**config.mk**
```make
export PLATFORM = sky130hd
export DESIGN_NAME = qsf_config
export DESIGN_NICKNAME = d
export VERILOG_FILES = /design/src/qsf_pkg.sv /design/src/qsf_config.sv
export SDC_FILE = /design/constraint.sdc
export NUM_CORES = 1
export LEC_CHECK = 0
export BUFFER_PORTS_ARGS = -buffer_cell sky130_fd_sc_hd__buf_2
export CORE_ASPECT_RATIO = 0.9
export CORE_MARGIN = 8
export CORE_UTILIZATION = 53
export DETAILED_ROUTE_END_ITERATION = 12
export PLACE_DENSITY_LB_ADDON = 0.3
export SETUP_SLACK_MARGIN = 0.02
export SYNTH_ARGS = -nofsm -noshare
export SYNTH_HDL_FRONTEND = slang
export SYNTH_SLANG_ARGS = --single-unit
```
**constraint.sdc**
```tcl
create_clock -name CLK -period 4.1 [get_ports CLK]
set_input_delay 0.615 -clock CLK [delete_from_list [all_inputs] [get_ports CLK]]
set_output_delay 0.615 -clock CLK [all_outputs]
set_load 0.02 [all_outputs]
```
**src/qsf_pkg.sv**
```systemverilog
// Register map, field layout and pulse types of the quad serial flash configuration block
package qsf_pkg;

    localparam logic [3:0]  CFG_OFFSET      = 4'h0;
    localparam logic [3:0]  BDCTRL_OFFSET   = 4'h4;
    localparam logic [3:0]  STATUS_OFFSET   = 4'h8;

    localparam int          CHIP_SELECT_OUTPUT_ENABLES_LSB        = 24;
    localparam int          MODEN_BIT       = 23;
    localparam int          DATA_LINE_OUTPUT_ENABLE_LSB      = 20;
    localparam int          CTLRST_BIT      = 19;
    localparam int          RXRST_BIT       = 18;
    localparam int          TXRST_BIT       = 17;
    localparam int          SWRST_BIT       = 16;
    localparam int          BURST_BIT       = 12;
    localparam int          HOLD_BIT        = 10;
    localparam int          WP_BIT          = 9;
    localparam int          START_BIT       = 2;
    localparam int          POLL_BIT        = 1;
    localparam int          DMA_BIT         = 0;

    // Stored (non self-clearing) bits of the configuration word; reserved 14:13 and unimplemented read zero
    localparam logic [31:0] CFG_RW_MASK     = 32'h03B0_163F;
    localparam logic [31:0] CFG_RESET       = 32'h0000_0000;
    localparam logic [31:0] BDCTRL_RW_MASK  = 32'h0000_0007;
    localparam logic [31:0] BDCTRL_RESET    = 32'h0000_0000;

    localparam logic [1:0]  DATA_LINE_OUTPUT_ENABLE_QUAD     = 2'b10;
    localparam logic [1:0]  DATA_LINE_OUTPUT_ENABLE_DUAL     = 2'b01;
    localparam logic [1:0]  DATA_LINE_OUTPUT_ENABLE_SINGLE   = 2'b00;

    // Length of every reset pulse, in CLK cycles
    localparam logic [1:0]  PULSE_CYCLES    = 2'h2;

    typedef struct packed {
        logic control_queue_reset;
        logic receive_queue_reset;
        logic transmit_queue_reset;
        logic module_reset;
    } reset_pulses_t;

    typedef struct packed {
        logic descriptor_start;
        logic descriptor_poll_enable;
        logic direct_memory_access_enable;
    } descriptor_ctrl_t;

endpackage

```
**src/qsf_config.sv**
```systemverilog
// Configuration, reset pulse and descriptor control block of a quad serial flash controller
//
// Design decisions made here: register access over Wishbone and the address map.
`timescale 1ns/10ps

module qsf_config
    import qsf_pkg::*;
(
    // Clock and reset
    input  wire  logic                       CLK,
    input  wire  logic                       RESET,
    // Wishbone slave
    input  wire  logic                       CYC_I,
    input  wire  logic                       STB_I,
    input  wire  logic                       WE_I,
    input  wire  logic [3:0]                 ADR_I,
    input  wire  logic [3:0]                 SEL_I,
    input  wire  logic [31:0]                DAT_I,
    output logic       [31:0]                DAT_O,
    output logic                             ACK_O,
    output logic                             ERR_O,
    // Link status
    input  wire  logic                       LINK_CLK,
    output logic                             LINK_ACTIVE,
    // Chip selects and data line enables
    output logic       [1:0]                 CHIP_SELECT_OE,
    output logic       [3:0]                 DATA_LINE_OE,
    output logic                             HOLD_OUT,
    output logic                             WP_OUT,
    output logic                             BURST_ENABLE,
    // Controls toward the queues and processor
    output qsf_pkg::reset_pulses_t           RESET_PULSES,
    output qsf_pkg::descriptor_ctrl_t        DESCRIPTOR_CTRL
);
    import qsf_pkg::*;

    ////////////////////////////////////////////////////////////////////////////

    function automatic logic [31:0] merge_bytes(input logic [31:0] old_value,
                                                input logic [31:0] new_value,
                                                input logic [3:0]  lanes);
        logic [31:0] result;
        result = old_value;
        for (int i = 0; i < 4; i++)
        begin
            if (lanes[i])
            begin
                result[i*8 +: 8] = new_value[i*8 +: 8];
            end
        end
        return result;
    endfunction

    ////////////////////////////////////////////////////////////////////////////
    // Bus and registers

    logic [31:0]  cfg;
    logic [31:0]  bdctrl;
    logic [3:0]   pend;
    logic [1:0]   pulse_count;
    logic         ack;
    logic         err;
    logic [31:0]  rdata;
    logic [31:0]  next_cfg;
    logic [31:0]  next_bdctrl;
    logic [3:0]   next_pend;
    logic [1:0]   next_pulse_count;
    logic         next_ack;
    logic         next_err;
    logic [31:0]  next_rdata;
    logic         link_active;

    logic         request;
    logic         hit;
    logic [31:0]  merged;
    logic         soft_reset;

    assign request    = CYC_I && STB_I && !ack && !err;
    assign soft_reset = pend[0] && (pulse_count != 2'h0);

    always_comb
    begin
        next_cfg         = cfg;
        next_bdctrl      = bdctrl;
        next_pend        = pend;
        next_pulse_count = pulse_count;
        next_ack         = 1'b0;
        next_err         = 1'b0;
        next_rdata       = rdata;
        hit              = (ADR_I == CFG_OFFSET) || (ADR_I == BDCTRL_OFFSET) || (ADR_I == STATUS_OFFSET);
        merged           = 32'h0000_0000;

        // Pulses count down, then the request bits drop back to zero
        if (pulse_count != 2'h0)
        begin
            next_pulse_count = pulse_count - 2'h1;
            if (pulse_count == 2'h1)
            begin
                next_pend = 4'h0;
            end
        end

        if (soft_reset)
        begin
            next_bdctrl = BDCTRL_RESET;
        end

        if (request)
        begin
            next_ack = hit;
            next_err = !hit;
            if (WE_I && ADR_I == CFG_OFFSET)
            begin
                merged   = merge_bytes(cfg, DAT_I, SEL_I);
                next_cfg = merged & CFG_RW_MASK;
                if (SEL_I[2] && (DAT_I[CTLRST_BIT] || DAT_I[RXRST_BIT]
                                 || DAT_I[TXRST_BIT] || DAT_I[SWRST_BIT]))
                begin
                    next_pend = pend | {DAT_I[CTLRST_BIT], DAT_I[RXRST_BIT],
                                        DAT_I[TXRST_BIT], DAT_I[SWRST_BIT]};
                    next_pulse_count = PULSE_CYCLES;
                end
            end
            else if (WE_I && ADR_I == BDCTRL_OFFSET)
            begin
                next_bdctrl = merge_bytes(bdctrl, DAT_I, SEL_I) & BDCTRL_RW_MASK;
            end
            if (!WE_I)
            begin
                case (ADR_I)
                    CFG_OFFSET:
                    begin
                        next_rdata = cfg | ({28'h000_0000, pend} << SWRST_BIT);
                    end
                    BDCTRL_OFFSET:
                    begin
                        next_rdata = bdctrl;
                    end
                    STATUS_OFFSET:
                    begin
                        next_rdata = {31'h0000_0000, link_active};
                    end
                    default:
                    begin
                        next_rdata = 32'h0000_0000;
                    end
                endcase
            end
        end
    end

    always_ff @(posedge CLK or posedge RESET)
    begin
        if (RESET)
        begin
            cfg         <= CFG_RESET;
            bdctrl      <= BDCTRL_RESET;
            pend        <= 4'h0;
            pulse_count <= 2'h0;
            ack         <= 1'b0;
            err         <= 1'b0;
            rdata       <= 32'h0000_0000;
        end
        else
        begin
            cfg         <= next_cfg;
            bdctrl      <= next_bdctrl;
            pend        <= next_pend;
            pulse_count <= next_pulse_count;
            ack         <= next_ack;
            err         <= next_err;
            rdata       <= next_rdata;
        end
    end

    assign ACK_O = ack;
    assign ERR_O = err;
    assign DAT_O = rdata;

    ////////////////////////////////////////////////////////////////////////////
    // Link clock watch; three stages, a change counts once stages two and three agree

    logic [2:0]   link_sync;
    logic [2:0]   next_link_sync;
    logic         link_level;
    logic         next_link_level;
    logic [3:0]   idle_count;
    logic [3:0]   next_idle_count;
    logic         next_link_active;

    // Quiet cycles before the link counts as stopped; well under half a link period would false-trip
    localparam logic [3:0] LINK_IDLE_LIMIT = 4'hF;

    always_comb
    begin
        next_link_sync   = {link_sync[1:0], LINK_CLK};
        next_link_level  = link_level;
        next_idle_count  = idle_count;
        next_link_active = link_active;
        if (link_sync[1] == link_sync[2] && link_sync[2] != link_level)
        begin
            next_link_level  = link_sync[2];
            next_idle_count  = 4'h0;
            next_link_active = cfg[MODEN_BIT];
        end
        else if (idle_count != LINK_IDLE_LIMIT)
        begin
            next_idle_count = idle_count + 4'h1;
        end
        else
        begin
            next_link_active = 1'b0;
        end
        if (!cfg[MODEN_BIT] || soft_reset)
        begin
            next_link_active = 1'b0;
        end
    end

    always_ff @(posedge CLK or posedge RESET)
    begin
        if (RESET)
        begin
            link_sync   <= 3'h0;
            link_level  <= 1'b0;
            idle_count  <= 4'h0;
            link_active <= 1'b0;
        end
        else
        begin
            link_sync   <= next_link_sync;
            link_level  <= next_link_level;
            idle_count  <= next_idle_count;
            link_active <= next_link_active;
        end
    end

    assign LINK_ACTIVE = link_active;

    ////////////////////////////////////////////////////////////////////////////
    // Pin enables, registered; controls, combinational from the registers

    logic [1:0]   cs_oe;
    logic [3:0]   data_oe;
    logic [1:0]   next_cs_oe;
    logic [3:0]   next_data_oe;
    logic         enabled;

    assign enabled = cfg[MODEN_BIT] && !soft_reset;

    always_comb
    begin
        next_cs_oe = enabled ? cfg[CHIP_SELECT_OUTPUT_ENABLES_LSB +: 2] : 2'b00;
        next_data_oe = 4'h0;
        if (enabled)
        begin
            case (cfg[DATA_LINE_OUTPUT_ENABLE_LSB +: 2])
                DATA_LINE_OUTPUT_ENABLE_QUAD:   next_data_oe = 4'hF;
                DATA_LINE_OUTPUT_ENABLE_DUAL:   next_data_oe = 4'h3;
                DATA_LINE_OUTPUT_ENABLE_SINGLE: next_data_oe = 4'h1;
                default:       next_data_oe = 4'h0;
            endcase
        end
    end

    always_ff @(posedge CLK or posedge RESET)
    begin
        if (RESET)
        begin
            cs_oe   <= 2'b00;
            data_oe <= 4'h0;
        end
        else
        begin
            cs_oe   <= next_cs_oe;
            data_oe <= next_data_oe;
        end
    end

    assign CHIP_SELECT_OE = cs_oe;
    assign DATA_LINE_OE   = data_oe;
    assign HOLD_OUT       = cfg[HOLD_BIT];
    assign WP_OUT         = cfg[WP_BIT];
    assign BURST_ENABLE   = cfg[BURST_BIT];

    // Software reset also fires every queue reset
    always_comb
    begin
        RESET_PULSES.module_reset         = soft_reset;
        RESET_PULSES.control_queue_reset  = (pend[3] || pend[0]) && pulse_count != 2'h0;
        RESET_PULSES.receive_queue_reset  = (pend[2] || pend[0]) && pulse_count != 2'h0;
        RESET_PULSES.transmit_queue_reset = (pend[1] || pend[0]) && pulse_count != 2'h0;
        DESCRIPTOR_CTRL.descriptor_start            = bdctrl[START_BIT] && enabled;
        DESCRIPTOR_CTRL.descriptor_poll_enable      = bdctrl[POLL_BIT] && enabled;
        DESCRIPTOR_CTRL.direct_memory_access_enable = bdctrl[DMA_BIT] && enabled;
    end

endmodule

```
==> run summary, run 1 <==
The post-route worst hold slack is 361 ps. The TritonCTS buffer count came out at 9. The number of hold violations in the final report came out at 0.

For this configuration, the core starts out at a cell density of 54.2%. The synthesized design devotes to its leading area cell type 61.5% of total area. The critical path arrival is 1750 ps. The overall power came out at 1900 uW. The net total in the final layout is 479. The cell at the root of the clock tree is sky130_fd_sc_hd__clkbuf_8.

For this design the static power due to leakage is 0.00242 uW. The maximum clock frequency is 423 MHz. The clock tree buffer depth came out at 2. The signed area change from the synthesized netlist to the final layout is 17.0%.

The aggregate global-route resource usage came out at 18.1%. The largest single stage delay on the critical path is 540 ps. The standard cell core area came out at 7510 um^2. The detailed-route wire length per cell is 17.6 um. The final layout contains routed wiring with a total length of 9310 um.

Dividing total power by cell area gives a power density of 398 nW/um^2. The post-CTS setup buffer count came out at 0. The detailed router finished its first iteration with 169 violations. After synthesis, flip-flops and latches occupy 61.5% of the total area. On the critical path, the stage with the largest delay is an instance of sky130_fd_sc_hd__o21ai_1. The first-pass GRT wire length came out at 15600 um. Setup violations remaining at the end of the flow were counted as 0. Dividing the final minimum period by the clock period gives 57.6%. The worst-case IR drop observed on VDD is 0.000215 V. The wire-length estimate of the detail-placed layout is 6190 um.

The site row count came out at 30. The remaining antenna violation count after routing came out at 0. During synthesis, Yosys emitted a total of 0 warnings. The number of iterations in the first detailed-routing pass is 4. In the post-synthesis netlist, the biggest area contributors are sky130_fd_sc_hd__dfrtp_1 61%, sky130_fd_sc_hd__o21ai_0 7.3%, sky130_fd_sc_hd__and2_1 6.0%. The count of input and output buffers is 82. The number of resized instances in the post-cts repair step came out at 0. STA puts the critical path data required time at 3480 ps. The cell family with the largest share of critical-path delay is compound AO/OA/AOI/OAI gates.

The residual DRC count came out at 0. The number of library cell types mapped by synthesis came out at 42. The per-instance average area after synthesis is 11.5 um^2.

The minimum clock period is 2360 ps. The via count of the first global-routing pass is 3140. The total number of clock tree sinks came out at 100. The worst setup skew after layout came out at 8.34 ps. Setup repair after global routing left no endpoint under its margin. The worst setup path is captured at a primary output. The number of violations of the max-capacitance limit is 0. The flow ran to the end, and the final reports show no timing, DRC or antenna violations.

Dividing the detail-routed via count by the number of cells gives 5.71. The number of antenna violations at the first check in global routing came out at 0. The congestion estimate from routability-driven global placement came to 0.801. The source-to-sink clock delay at the later pin of the worst-skew pair came out at 350 ps.

The pin count of the biggest net entering global routing is 86. The cell area after technology mapping came out at 4070 um^2. Together, buffers and inverters on the worst path number 1. The die boundary height is 99.2 um.

The number of placed I/O pins came out at 97. The startpoint type of the worst setup path is a register. The headroom to the max-slew limit came out at 21.9%. The critical path goes through o21ai_1 -> and3_1 -> buf_2. By startpoint and endpoint, the worst setup path is classified as reg -> out.

The post-synthesis net count is 403. The highest net fanout along the worst path is 8. The worst hold path belongs to the class reg -> reg. The final max-slew violation count was 0. The total of flip-flops plus latches after synthesis is 100. The maximum level of the CTS H-tree is 3. The share of cells above drive strength 1 is 28.3%. The die is 108 um wide. The repair_antennas step left the layout with diodes totalling 0. Global routing finished with a remaining overflow of 0.

Setup total negative slack on the finished layout was measured at 0 ps. The die area is 10700 um^2. The number of buffers inserted by hold repair at cts came out at 0. The proportion of register bits with asynchronous set or reset after synthesis is 100%. Synthesis produced a netlist whose cell count is 354.

Among all flip-flop cells after synthesis, the most frequent one is sky130_fd_sc_hd__dfrtp_1. The number of enable-type register cells in the synthesized netlist is 0. The cell type contributing the most total cell area after synthesis is sky130_fd_sc_hd__dfrtp_1. TritonCTS built the clock tree. Clock-pin slew was measured on the worst setup and hold paths at 90 ps. The number of filler cells placed in the layout is 634. The via count of the routed design came out at 3025. For the pin with the worst max-slew slack, the measured transition is 1170 ps.
[cell families after synthesis]
family / share of synthesized area [%]
mux: 4.36
fa+ha+maj: 1.17
compound gates: 14.7
buf+inv: 2.52
flops: 61.5
simple gates: 15.6
xor+xnor: 0.215
[synthesized netlist by cell type (5+ instances only)]
cell type / instances
sky130_fd_sc_hd__and2_1: 39
sky130_fd_sc_hd__a22oi_1: 17
sky130_fd_sc_hd__nand2_1: 23
sky130_fd_sc_hd__clkbuf_1: 19
sky130_fd_sc_hd__o21ai_1: 5
sky130_fd_sc_hd__mux2_2: 14
sky130_fd_sc_hd__nand4_1: 7
sky130_fd_sc_hd__dfrtp_1: 100
sky130_fd_sc_hd__and3_1: 6
sky130_fd_sc_hd__o21ai_0: 59
sky130_fd_sc_hd__nor2_1: 14
[state kept, by name, indices dropped and copies added (netlist names)]
| register | count |
|---|---|
| DAT_O | 32 |
| bdctrl | 32 |
| cfg | 14 |
| idle_count | 4 |
| pend | 4 |
| DATA_LINE_OE | 3 |
| link_sync | 3 |
| CHIP_SELECT_OE | 2 |
| pulse_count | 2 |
| ACK_O | 1 |
| ERR_O | 1 |
| LINK_ACTIVE | 1 |
| link_level | 1 |
[routing by layer]
layer | track usage, % | up-vias | routed length, um
met5 | 0 | - | 0
met4 | 6.31 | 0 | 150
met3 | 4.59 | 15 | 580
met2 | 27.9 | 78 | 4620
met1 | 24.3 | 1542 | 3960
li1 | - | 1390 | -
[worst register-to-register path, delay by kind of cell (launching register included)]
family	cells	cell delay, ps
buffers and inverters	2	540
AO/OA/AOI/OAI	2	1110
AND/OR/NAND/NOR	1	160
flip-flops	1	420
[final timing paths]
kind                                 from            endpoint  slack (ps)  cells after the start
setup / recovery           pulse_count[1]  DESCRIPTOR_CTRL[2]        1740                      3
hold / removal               link_sync[0]        link_sync[1]         360                      0
setup reg to reg           pulse_count[1]          bdctrl[23]        1810                      5
hold reg to reg              link_sync[0]        link_sync[1]         360                      0
max in group asynchronous           RESET          bdctrl[13]        2780                      3
min in group asynchronous           RESET        link_sync[0]         490                      2
[final cells by class]
class | count | area (um^2) | share of cell area, %
sequential | 100 | 2500 | 52.5
inverter | 3 | 13.8 | 0.289
tap | 96 | 120 | 2.52
clock buffer | 11 | 131 | 2.76
timing repair buffer | 87 | 448 | 9.40
multi-input combinational | 229 | 1470 | 30.9
clock inverter | 4 | 75.1 | 1.58
[cells in the final DEF, fill, tap and decap left out, types with 5 or more instances in the layout]
master and count:
sky130_fd_sc_hd__a22oi_1 17, sky130_fd_sc_hd__and2_1 39, sky130_fd_sc_hd__and3_1 6, sky130_fd_sc_hd__buf_2 82, sky130_fd_sc_hd__buf_4 5, sky130_fd_sc_hd__clkbuf_8 9, sky130_fd_sc_hd__dfrtp_1 100, sky130_fd_sc_hd__mux2_2 14
sky130_fd_sc_hd__nand2_1 23, sky130_fd_sc_hd__nand4_1 7, sky130_fd_sc_hd__nor2_1 14, sky130_fd_sc_hd__o21ai_0 59, sky130_fd_sc_hd__o21ai_1 5
[report_power, final]
group	total (uW)	leakage, uW	switching, uW	internal, uW
Combinational	165	0.000967	101	64.2
Clock	663	0.0000956	322	341
Sequential	1070	0.00136	40.0	1030
Total	1900	0.00242	463	1430
[stage by stage]
step           instances  setup slack [ps]  util, %  instance area, um^2
3_3_place_gp         515              1510     60.7                 4560
2_1_floorplan        354               866        -                 4070
6_report             530              1740     63.4                 4760
5_1_grt              530              1590     63.4                 4760
3_5_place_dp         515              1440     60.7                 4560
4_1_cts              530              1710     63.4                 4760
(Power assumes the default switching activity.)
==> run 2, diff against run 1 <==
--- a/config.mk
+++ b/config.mk
@@ -8,7 +8,7 @@
 export BUFFER_PORTS_ARGS = -buffer_cell sky130_fd_sc_hd__buf_2
 export CORE_ASPECT_RATIO = 0.9
 export CORE_MARGIN = 8
-export CORE_UTILIZATION = 53
+export CORE_UTILIZATION = 48
 export DETAILED_ROUTE_END_ITERATION = 12
 export PLACE_DENSITY_LB_ADDON = 0.3
 export SETUP_SLACK_MARGIN = 0.02
==> constraint.sdc (replaced) <==
create_clock -name CLK -period 2.1 [get_ports CLK]
set_input_delay 0.315 -clock CLK [delete_from_list [all_inputs] [get_ports CLK]]
set_output_delay 0.315 -clock CLK [all_outputs]
set_load 0.02 [all_outputs]
==> run summary, run 2 (synthesis gave the netlist of run 1 again) <==
The number of placed I/O pins was 97 (unchanged). The worst reg2reg path depth is 3 (-2). The global route total overflow is 0 (unchanged). The number of hold violations in the final report came to 0 (unchanged). The remaining antenna violation count after routing is 0 (unchanged).

The total number of clock tree sinks came out at 100 (unchanged). The number of cells in the finished layout apart from fillers came out at 542 (+2.3%). The headroom to the max-slew limit came out at 69.6% (+48 points).

The first-pass GRT wire length is 15400 um (-0.98%). The number of violations of the max-capacitance limit is 0 (unchanged). The number of iterations in the first detailed-routing pass came to 4 (unchanged).

The die area came out at 11700 um^2 (+8.8%). For hold timing, the worst endpoint is link_sync[0]. The overall die width came out at 113 um (+4.3%). The maximum clock frequency is 514 MHz. The placer congestion estimate is 0.777 (-3.1%). CTS placed an instance of sky130_fd_sc_hd__clkbuf_8 at the clock tree root. The worst-margin pin slew came out at 457 ps (-714 ps). The overall power is 3650 uW (+93%). The peak-usage layer in the global routing report is met2.

The detailed-route wire length per cell is 17.2 um (-2.0%). The TritonCTS clock tree is yes. The global-route met3 utilization came out at 3.95% (-0.64 points). The source-to-sink clock delay at the later pin of the worst-skew pair came to 350 ps (about the same).

The net total in the final layout is 484 (+1.0%). The total power density per cell area came to 756 nW/um^2 (+90%). The final-report setup violation count came out at 0 (unchanged). The number of placed instances, taps included is 525 (+1.9%).

The via count of the routed design was 2952 (-2.4%). The TritonCTS buffer count is 9 (unchanged). The peak ir drop on the vdd network came out at 0.000375 V (+74%). The via count normalized by instance count came to 5.45 (-4.6%). The placed wire-length estimate after detailed placement came to 6350 um (+2.7%). The standard cell core area is 8410 um^2 (+12%).

In the layout the commonest cells are 100 x sky130_fd_sc_hd__dfrtp_1, 82 x sky130_fd_sc_hd__buf_2, 59 x sky130_fd_sc_hd__o21ai_0. The reg-to-reg endpoint is cfg[5]. The endpoint required time on the critical path is 1780 ps (-1700 ps). The maximum level of the CTS H-tree is 3 (unchanged). The die boundary height is 103 um (+4.3%). The final worst-path cycle share came out at 92.6%. The minimum clock period came out at 1940 ps. The highest net fanout along the worst path came out at 6 (-2).

The residual DRC count came out at 0 (unchanged). The startpoint type of the worst setup path is a register. The leakage power total came to 0.00246 uW (+1.3%). The number of violations reported at the end of detailed-routing iteration 0 is 144 (-15%). The hold-critical path depth is 1 (+1). The total negative setup slack is 0 ps (unchanged). The final max-slew violation count is 0 (unchanged). The routing usage on met2 came out at 27.1% (-0.71 points).

The total routed wirelength came to 9320 um (+0.18%). The flow ran to the end, and the final reports show no timing, DRC or antenna violations. The aggregate global-route resource usage is 16.6% (-1.5 points). The type of the setup path with the least slack is reg -> out.

The worst min-delay path startpoint is LINK_CLK. The critical path arrival came out at 1630 ps (-120 ps). The met1 track demand over resource in global routing is 21.5% (-2.8 points). The signed area change from the synthesized netlist to the final layout is 18.7%. The pin count of the biggest net entering global routing was 85 (-1.2%). The clock transition at the registers of the reported paths is 90 ps (about the same).

The via count of the first global-routing pass is 3037 (-3.3%). Setup repair after global routing left no endpoint under its margin. The number of resized instances in the post-cts repair step came to 0 (unchanged). The worst setup skew after layout is 4.45 ps (-3.89 ps). The number of antenna violations at the first check in global routing is 0 (unchanged). The number of diodes is 0 (unchanged). The path class of the tightest hold or removal check is in -> reg. The worst register-to-register path begins at ERR_O.

The commonest non-fill, non-tap cell in the layout is sky130_fd_sc_hd__dfrtp_1. The site row count is 32 (+6.7%). The share of cells above drive strength 1 is 29.3% (+0.98 points). The slack of the worst reg-to-reg path was 290 ps (-1520 ps).

The critical path capture point type is a primary output. The clock tree buffer depth is 2 (unchanged). The starting density of the core was 48.4% (-5.8 points). The count of input and output buffers came out at 82 (unchanged).
[run 2: changes by cell type in the layout (fill, tap and decap cells not counted)]
cell                            change
sky130_fd_sc_hd__clkbuf_8           +2
sky130_fd_sc_hd__clkinv_2           +2
sky130_fd_sc_hd__buf_4              +2
sky130_fd_sc_hd__clkbuf_1           -1
sky130_fd_sc_hd__buf_12             +2
sky130_fd_sc_hd__inv_4              -1
sky130_fd_sc_hd__dlygate4sd3_1      +1
sky130_fd_sc_hd__bufinv_16          -1
[run 2: timing repair]
item,in CTS,in global routing
hold buffers,1,0
setup buffers,0,0
hold endpoints to repair,16,0
[run 2: area by class of cell]
cell class	count	area, um^2
fillers	750	3570
flip-flops and latches	100	2500
multi-input cells	229	1470
repair buffers	92	513
clock buffers	12	155
well taps	102	128
clock inverters	4	47.5
inverters	3	15.0
[run 2: worst max path at each step]
| stage | start | to | slack (ps) |
|---|---|---|---|
| final | pulse_count[1] | DESCRIPTOR_CTRL[1] | 160 |
| after global placement | ADR_I[3] | cfg[2] | 270 |
| after CTS | pulse_count[1] | DESCRIPTOR_CTRL[1] | 150 |
| after floorplan | ERR_O | cfg[24] | 460 |
| after global routing | pulse_count[1] | DESCRIPTOR_CTRL[0] | 90 |
| after detailed placement | ADR_I[3] | cfg[5] | 240 |
[run 2: metal layers]
metal / vias to the layer above / routed length, um
met4: 0 / 90
met2: 60 / 4620
met1: 1480 / 4230
li1: 1406 / -
met3: 6 / 381
met5: - / 0
[run 2: worst max-delay path: stages, from the launching register on]
cell                      delay, ps
sky130_fd_sc_hd__dfrtp_1        420
sky130_fd_sc_hd__o21ai_1        280
sky130_fd_sc_hd__buf_4          210
sky130_fd_sc_hd__and3_1         190
sky130_fd_sc_hd__buf_2          170
[run 2: report_power, final]
group | internal, uW | switching [uW]
registers | 2010 | 77.7
clock network | 613 | 627
logic | 133 | 198
[run 2: stage by stage]
step                worst slack, ps  hold WS [ps]  utilization (%)  cell area [um^2]
floorplan                       457           331                -              4080
global placement                272           325             55.0              4620
detailed placement              239           332             55.0              4620
CTS                             148          49.9             57.5              4830
global route                   90.4          56.0             57.5              4830
finish                          156          61.7             57.5              4830
==> run 3, diff against run 2 <==
--- a/config.mk
+++ b/config.mk
@@ -8,7 +8,8 @@
 export BUFFER_PORTS_ARGS = -buffer_cell sky130_fd_sc_hd__buf_2
 export CORE_ASPECT_RATIO = 0.9
 export CORE_MARGIN = 8
-export CORE_UTILIZATION = 48
+export CORE_UTILIZATION = 45
+export CTS_BUF_LIST = sky130_fd_sc_hd__clkbuf_8
 export DETAILED_ROUTE_END_ITERATION = 12
 export PLACE_DENSITY_LB_ADDON = 0.3
 export SETUP_SLACK_MARGIN = 0.02
==> run summary, run 3 (synthesis gave the netlist of run 1 again) <==
The die boundary height is 106 um (+2.8%). The net total in the final layout is 484 (unchanged). The via count of the first global-routing pass is 3111 (+2.4%).

The critical path goes through o21ai_2 -> and3_1 -> buf_2. The global route total overflow came out at 0 (unchanged). TritonCTS built the clock tree. The number of diodes is 0 (unchanged).

The overall die width is 116 um (+2.8%). The detailed-route wire length per cell came to 16.6 um (-3.5%). The worst hold-check path type is in -> reg. The via count normalized by instance count came out at 5.35 (-1.9%).

The total power density per cell area came to 765 nW/um^2 (+1.2%). The master of the slowest instance on the critical path is sky130_fd_sc_hd__dfrtp_1. The site row count is 33 (+3.1%). The total number of clock tree sinks came out at 100 (unchanged). The critical path arrival came out at 1570 ps (-60 ps). The total negative setup slack is 0 ps (unchanged). The top cell types in the final layout, fill and taps aside, are 100 x sky130_fd_sc_hd__dfrtp_1, 82 x sky130_fd_sc_hd__buf_2, 59 x sky130_fd_sc_hd__o21ai_0.

The placer congestion estimate is 0.738 (-5.0%). The worst setup path is captured at a primary output. The library cell used most frequently in the layout, excluding fill and tap cells, is sky130_fd_sc_hd__dfrtp_1.

The TritonCTS buffer count is 9 (unchanged). The endpoint required time on the critical path came out at 1780 ps (about the same). The number of placed I/O pins is 97 (unchanged). The residual DRC count is 0 (unchanged).

The remaining antenna violation count after routing came out at 0 (unchanged). The share of cells above drive strength 1 is 29.5% (+0.23 points). The number of cells in the finished layout apart from fillers came out at 562 (+3.7%).

In this design, the largest share of critical-path delay is due to flip-flops. The number of buffer and inverter instances along the worst setup path came out at 1 (-1). The starting density of the core is 45.4% (-3.0 points). The multi-input logic area came to 1480 um^2 (+0.26%). The maximum clock frequency came out at 530 MHz (+3.1%). The minimum clock period is 1890 ps (-57.6 ps).

The leakage power total came out at 0.00246 uW (+0.23%). The peak ir drop on the vdd network is 0.000373 V (-0.51%). The worst setup skew after layout came out at 5.96 ps (+1.51 ps). The largest stage delay on the critical path came out at 430 ps (about the same). The aggregate global-route resource usage is 16.0% (-0.65 points). The number of violations of the max-capacitance limit is 0 (unchanged). The headroom to the max-slew limit came out at 70.2% (+0.67 points). The signed area change from the synthesized netlist to the final layout came out at 19.8%.

The final max-slew violation count came to 0 (unchanged). The die area is 12400 um^2 (+5.7%). The highest net fanout along the worst path is 8 (+2).

The number of iterations in the first detailed-routing pass was 4 (unchanged). The number of hold violations in the final report came out at 0 (unchanged). The pin count of the biggest net entering global routing is 84 (-1.2%). The final worst-path cycle share came to 89.8% (-2.7 points). The worst setup path is launched from a register. The count of input and output buffers is 82 (unchanged).

The standard cell core area is 8960 um^2 (+6.6%). The via count of the routed design was 3004 (+1.8%). The run finished with clean final reports. The first-pass GRT wire length came to 15600 um (+0.98%). The number of filler cells placed in the layout came to 829 (+11%). The worst-margin pin slew is 447 ps (-9.98 ps). The total routed wirelength is 9330 um (about the same). The clock tree buffer depth is 2 (unchanged). The worst setup path is of the reg -> out kind. The number of antenna violations at the first check in global routing was 0 (unchanged).

The number of placed instances, taps included is 545 (+3.8%). The cell sitting at the root of the clock tree is a sky130_fd_sc_hd__clkbuf_8. The placed wire-length estimate after detailed placement came out at 6330 um (-0.38%). The maximum level of the CTS H-tree came out at 3 (unchanged). The source-to-sink clock delay at the later pin of the worst-skew pair is 360 ps (about the same). The final-report setup violation count is 0 (unchanged).

Setup repair after global routing left no endpoint under its margin. The number of violations reported at the end of detailed-routing iteration 0 is 169 (+17%). The area used by sequential logic in the layout came to 2500 um^2 (unchanged). The clock transition at the registers of the reported paths came to 90 ps (about the same).
-- run 3: changes by cell type in the layout (fill, tap and decap cells not counted) --
cell	previous run	this run
sky130_fd_sc_hd__clkbuf_8	11	9
sky130_fd_sc_hd__o21ai_1	5	4
sky130_fd_sc_hd__inv_1	2	3
sky130_fd_sc_hd__clkinv_4	0	1
sky130_fd_sc_hd__clkinvlp_4	2	3
sky130_fd_sc_hd__clkinv_2	2	1
sky130_fd_sc_hd__o21ai_2	0	1
sky130_fd_sc_hd__bufinv_16	1	2
sky130_fd_sc_hd__clkbuf_1	1	0
-- run 3: final cells by class --
cell class	instances	share of cell area, %
clock buffer	9	2.54
clock inverter	7	1.90
sequential	100	51.3
inverter	3	0.308
tap	122	3.13
multi-input combinational	229	30.3
timing repair buffer	92	10.5
-- run 3: routing by layer --
| layer | up-vias | wire, um | GRT usage, % |
|---|---|---|---|
| li1 | 1408 | - | - |
| met1 | 1503 | 4070 | 21.0 |
| met2 | 89 | 4560 | 24.7 |
| met3 | 4 | 663 | 5.44 |
| met4 | 0 | 40 | 4.07 |
| met5 | - | 0 | 0 |
-- run 3: per-stage QoR --
stage / power, uW / area, um^2 / hold WS [ps] / setup WS (ps) / utilization, %
floorplan: 2320 / 4080 / 331 / 457 / -
global placement: 2440 / 4650 / 332 / 269 / 51.9
detailed placement: 2450 / 4650 / 338 / 217 / 51.9
CTS: 3780 / 4880 / 30.1 / 206 / 54.4
global route: 3900 / 4880 / 25.6 / 122 / 54.4
finish: 3730 / 4880 / 51.8 / 214 / 54.4
-- run 3: final timing paths --
path / start / end / slack, ps / depth (start not counted)
min in group asynchronous: RESET / link_sync[0] / 490 / 3
hold / removal: LINK_CLK / link_sync[0] / 50 / 1
setup reg to reg: ACK_O / cfg[20] / 220 / 3
setup / recovery: pulse_count[1] / DESCRIPTOR_CTRL[2] / 210 / 3
max in group asynchronous: RESET / bdctrl[14] / 880 / 4
hold reg to reg: link_sync[0] / link_sync[1] / 360 / 0
-- run 3: timing repair --
action | in CTS | in global routing
setup buffers | 0 | 0
endpoints found under the hold margin | 17 | 0
resized for setup | 1 | 0
endpoints found under the setup margin | 3 | 0
hold buffers | 1 | 0
-- run 3: power breakdown --
part	switching, uW	internal (uW)
sequential	79.2	2010
combinational	197	133
clock	650	666
total	926	2810
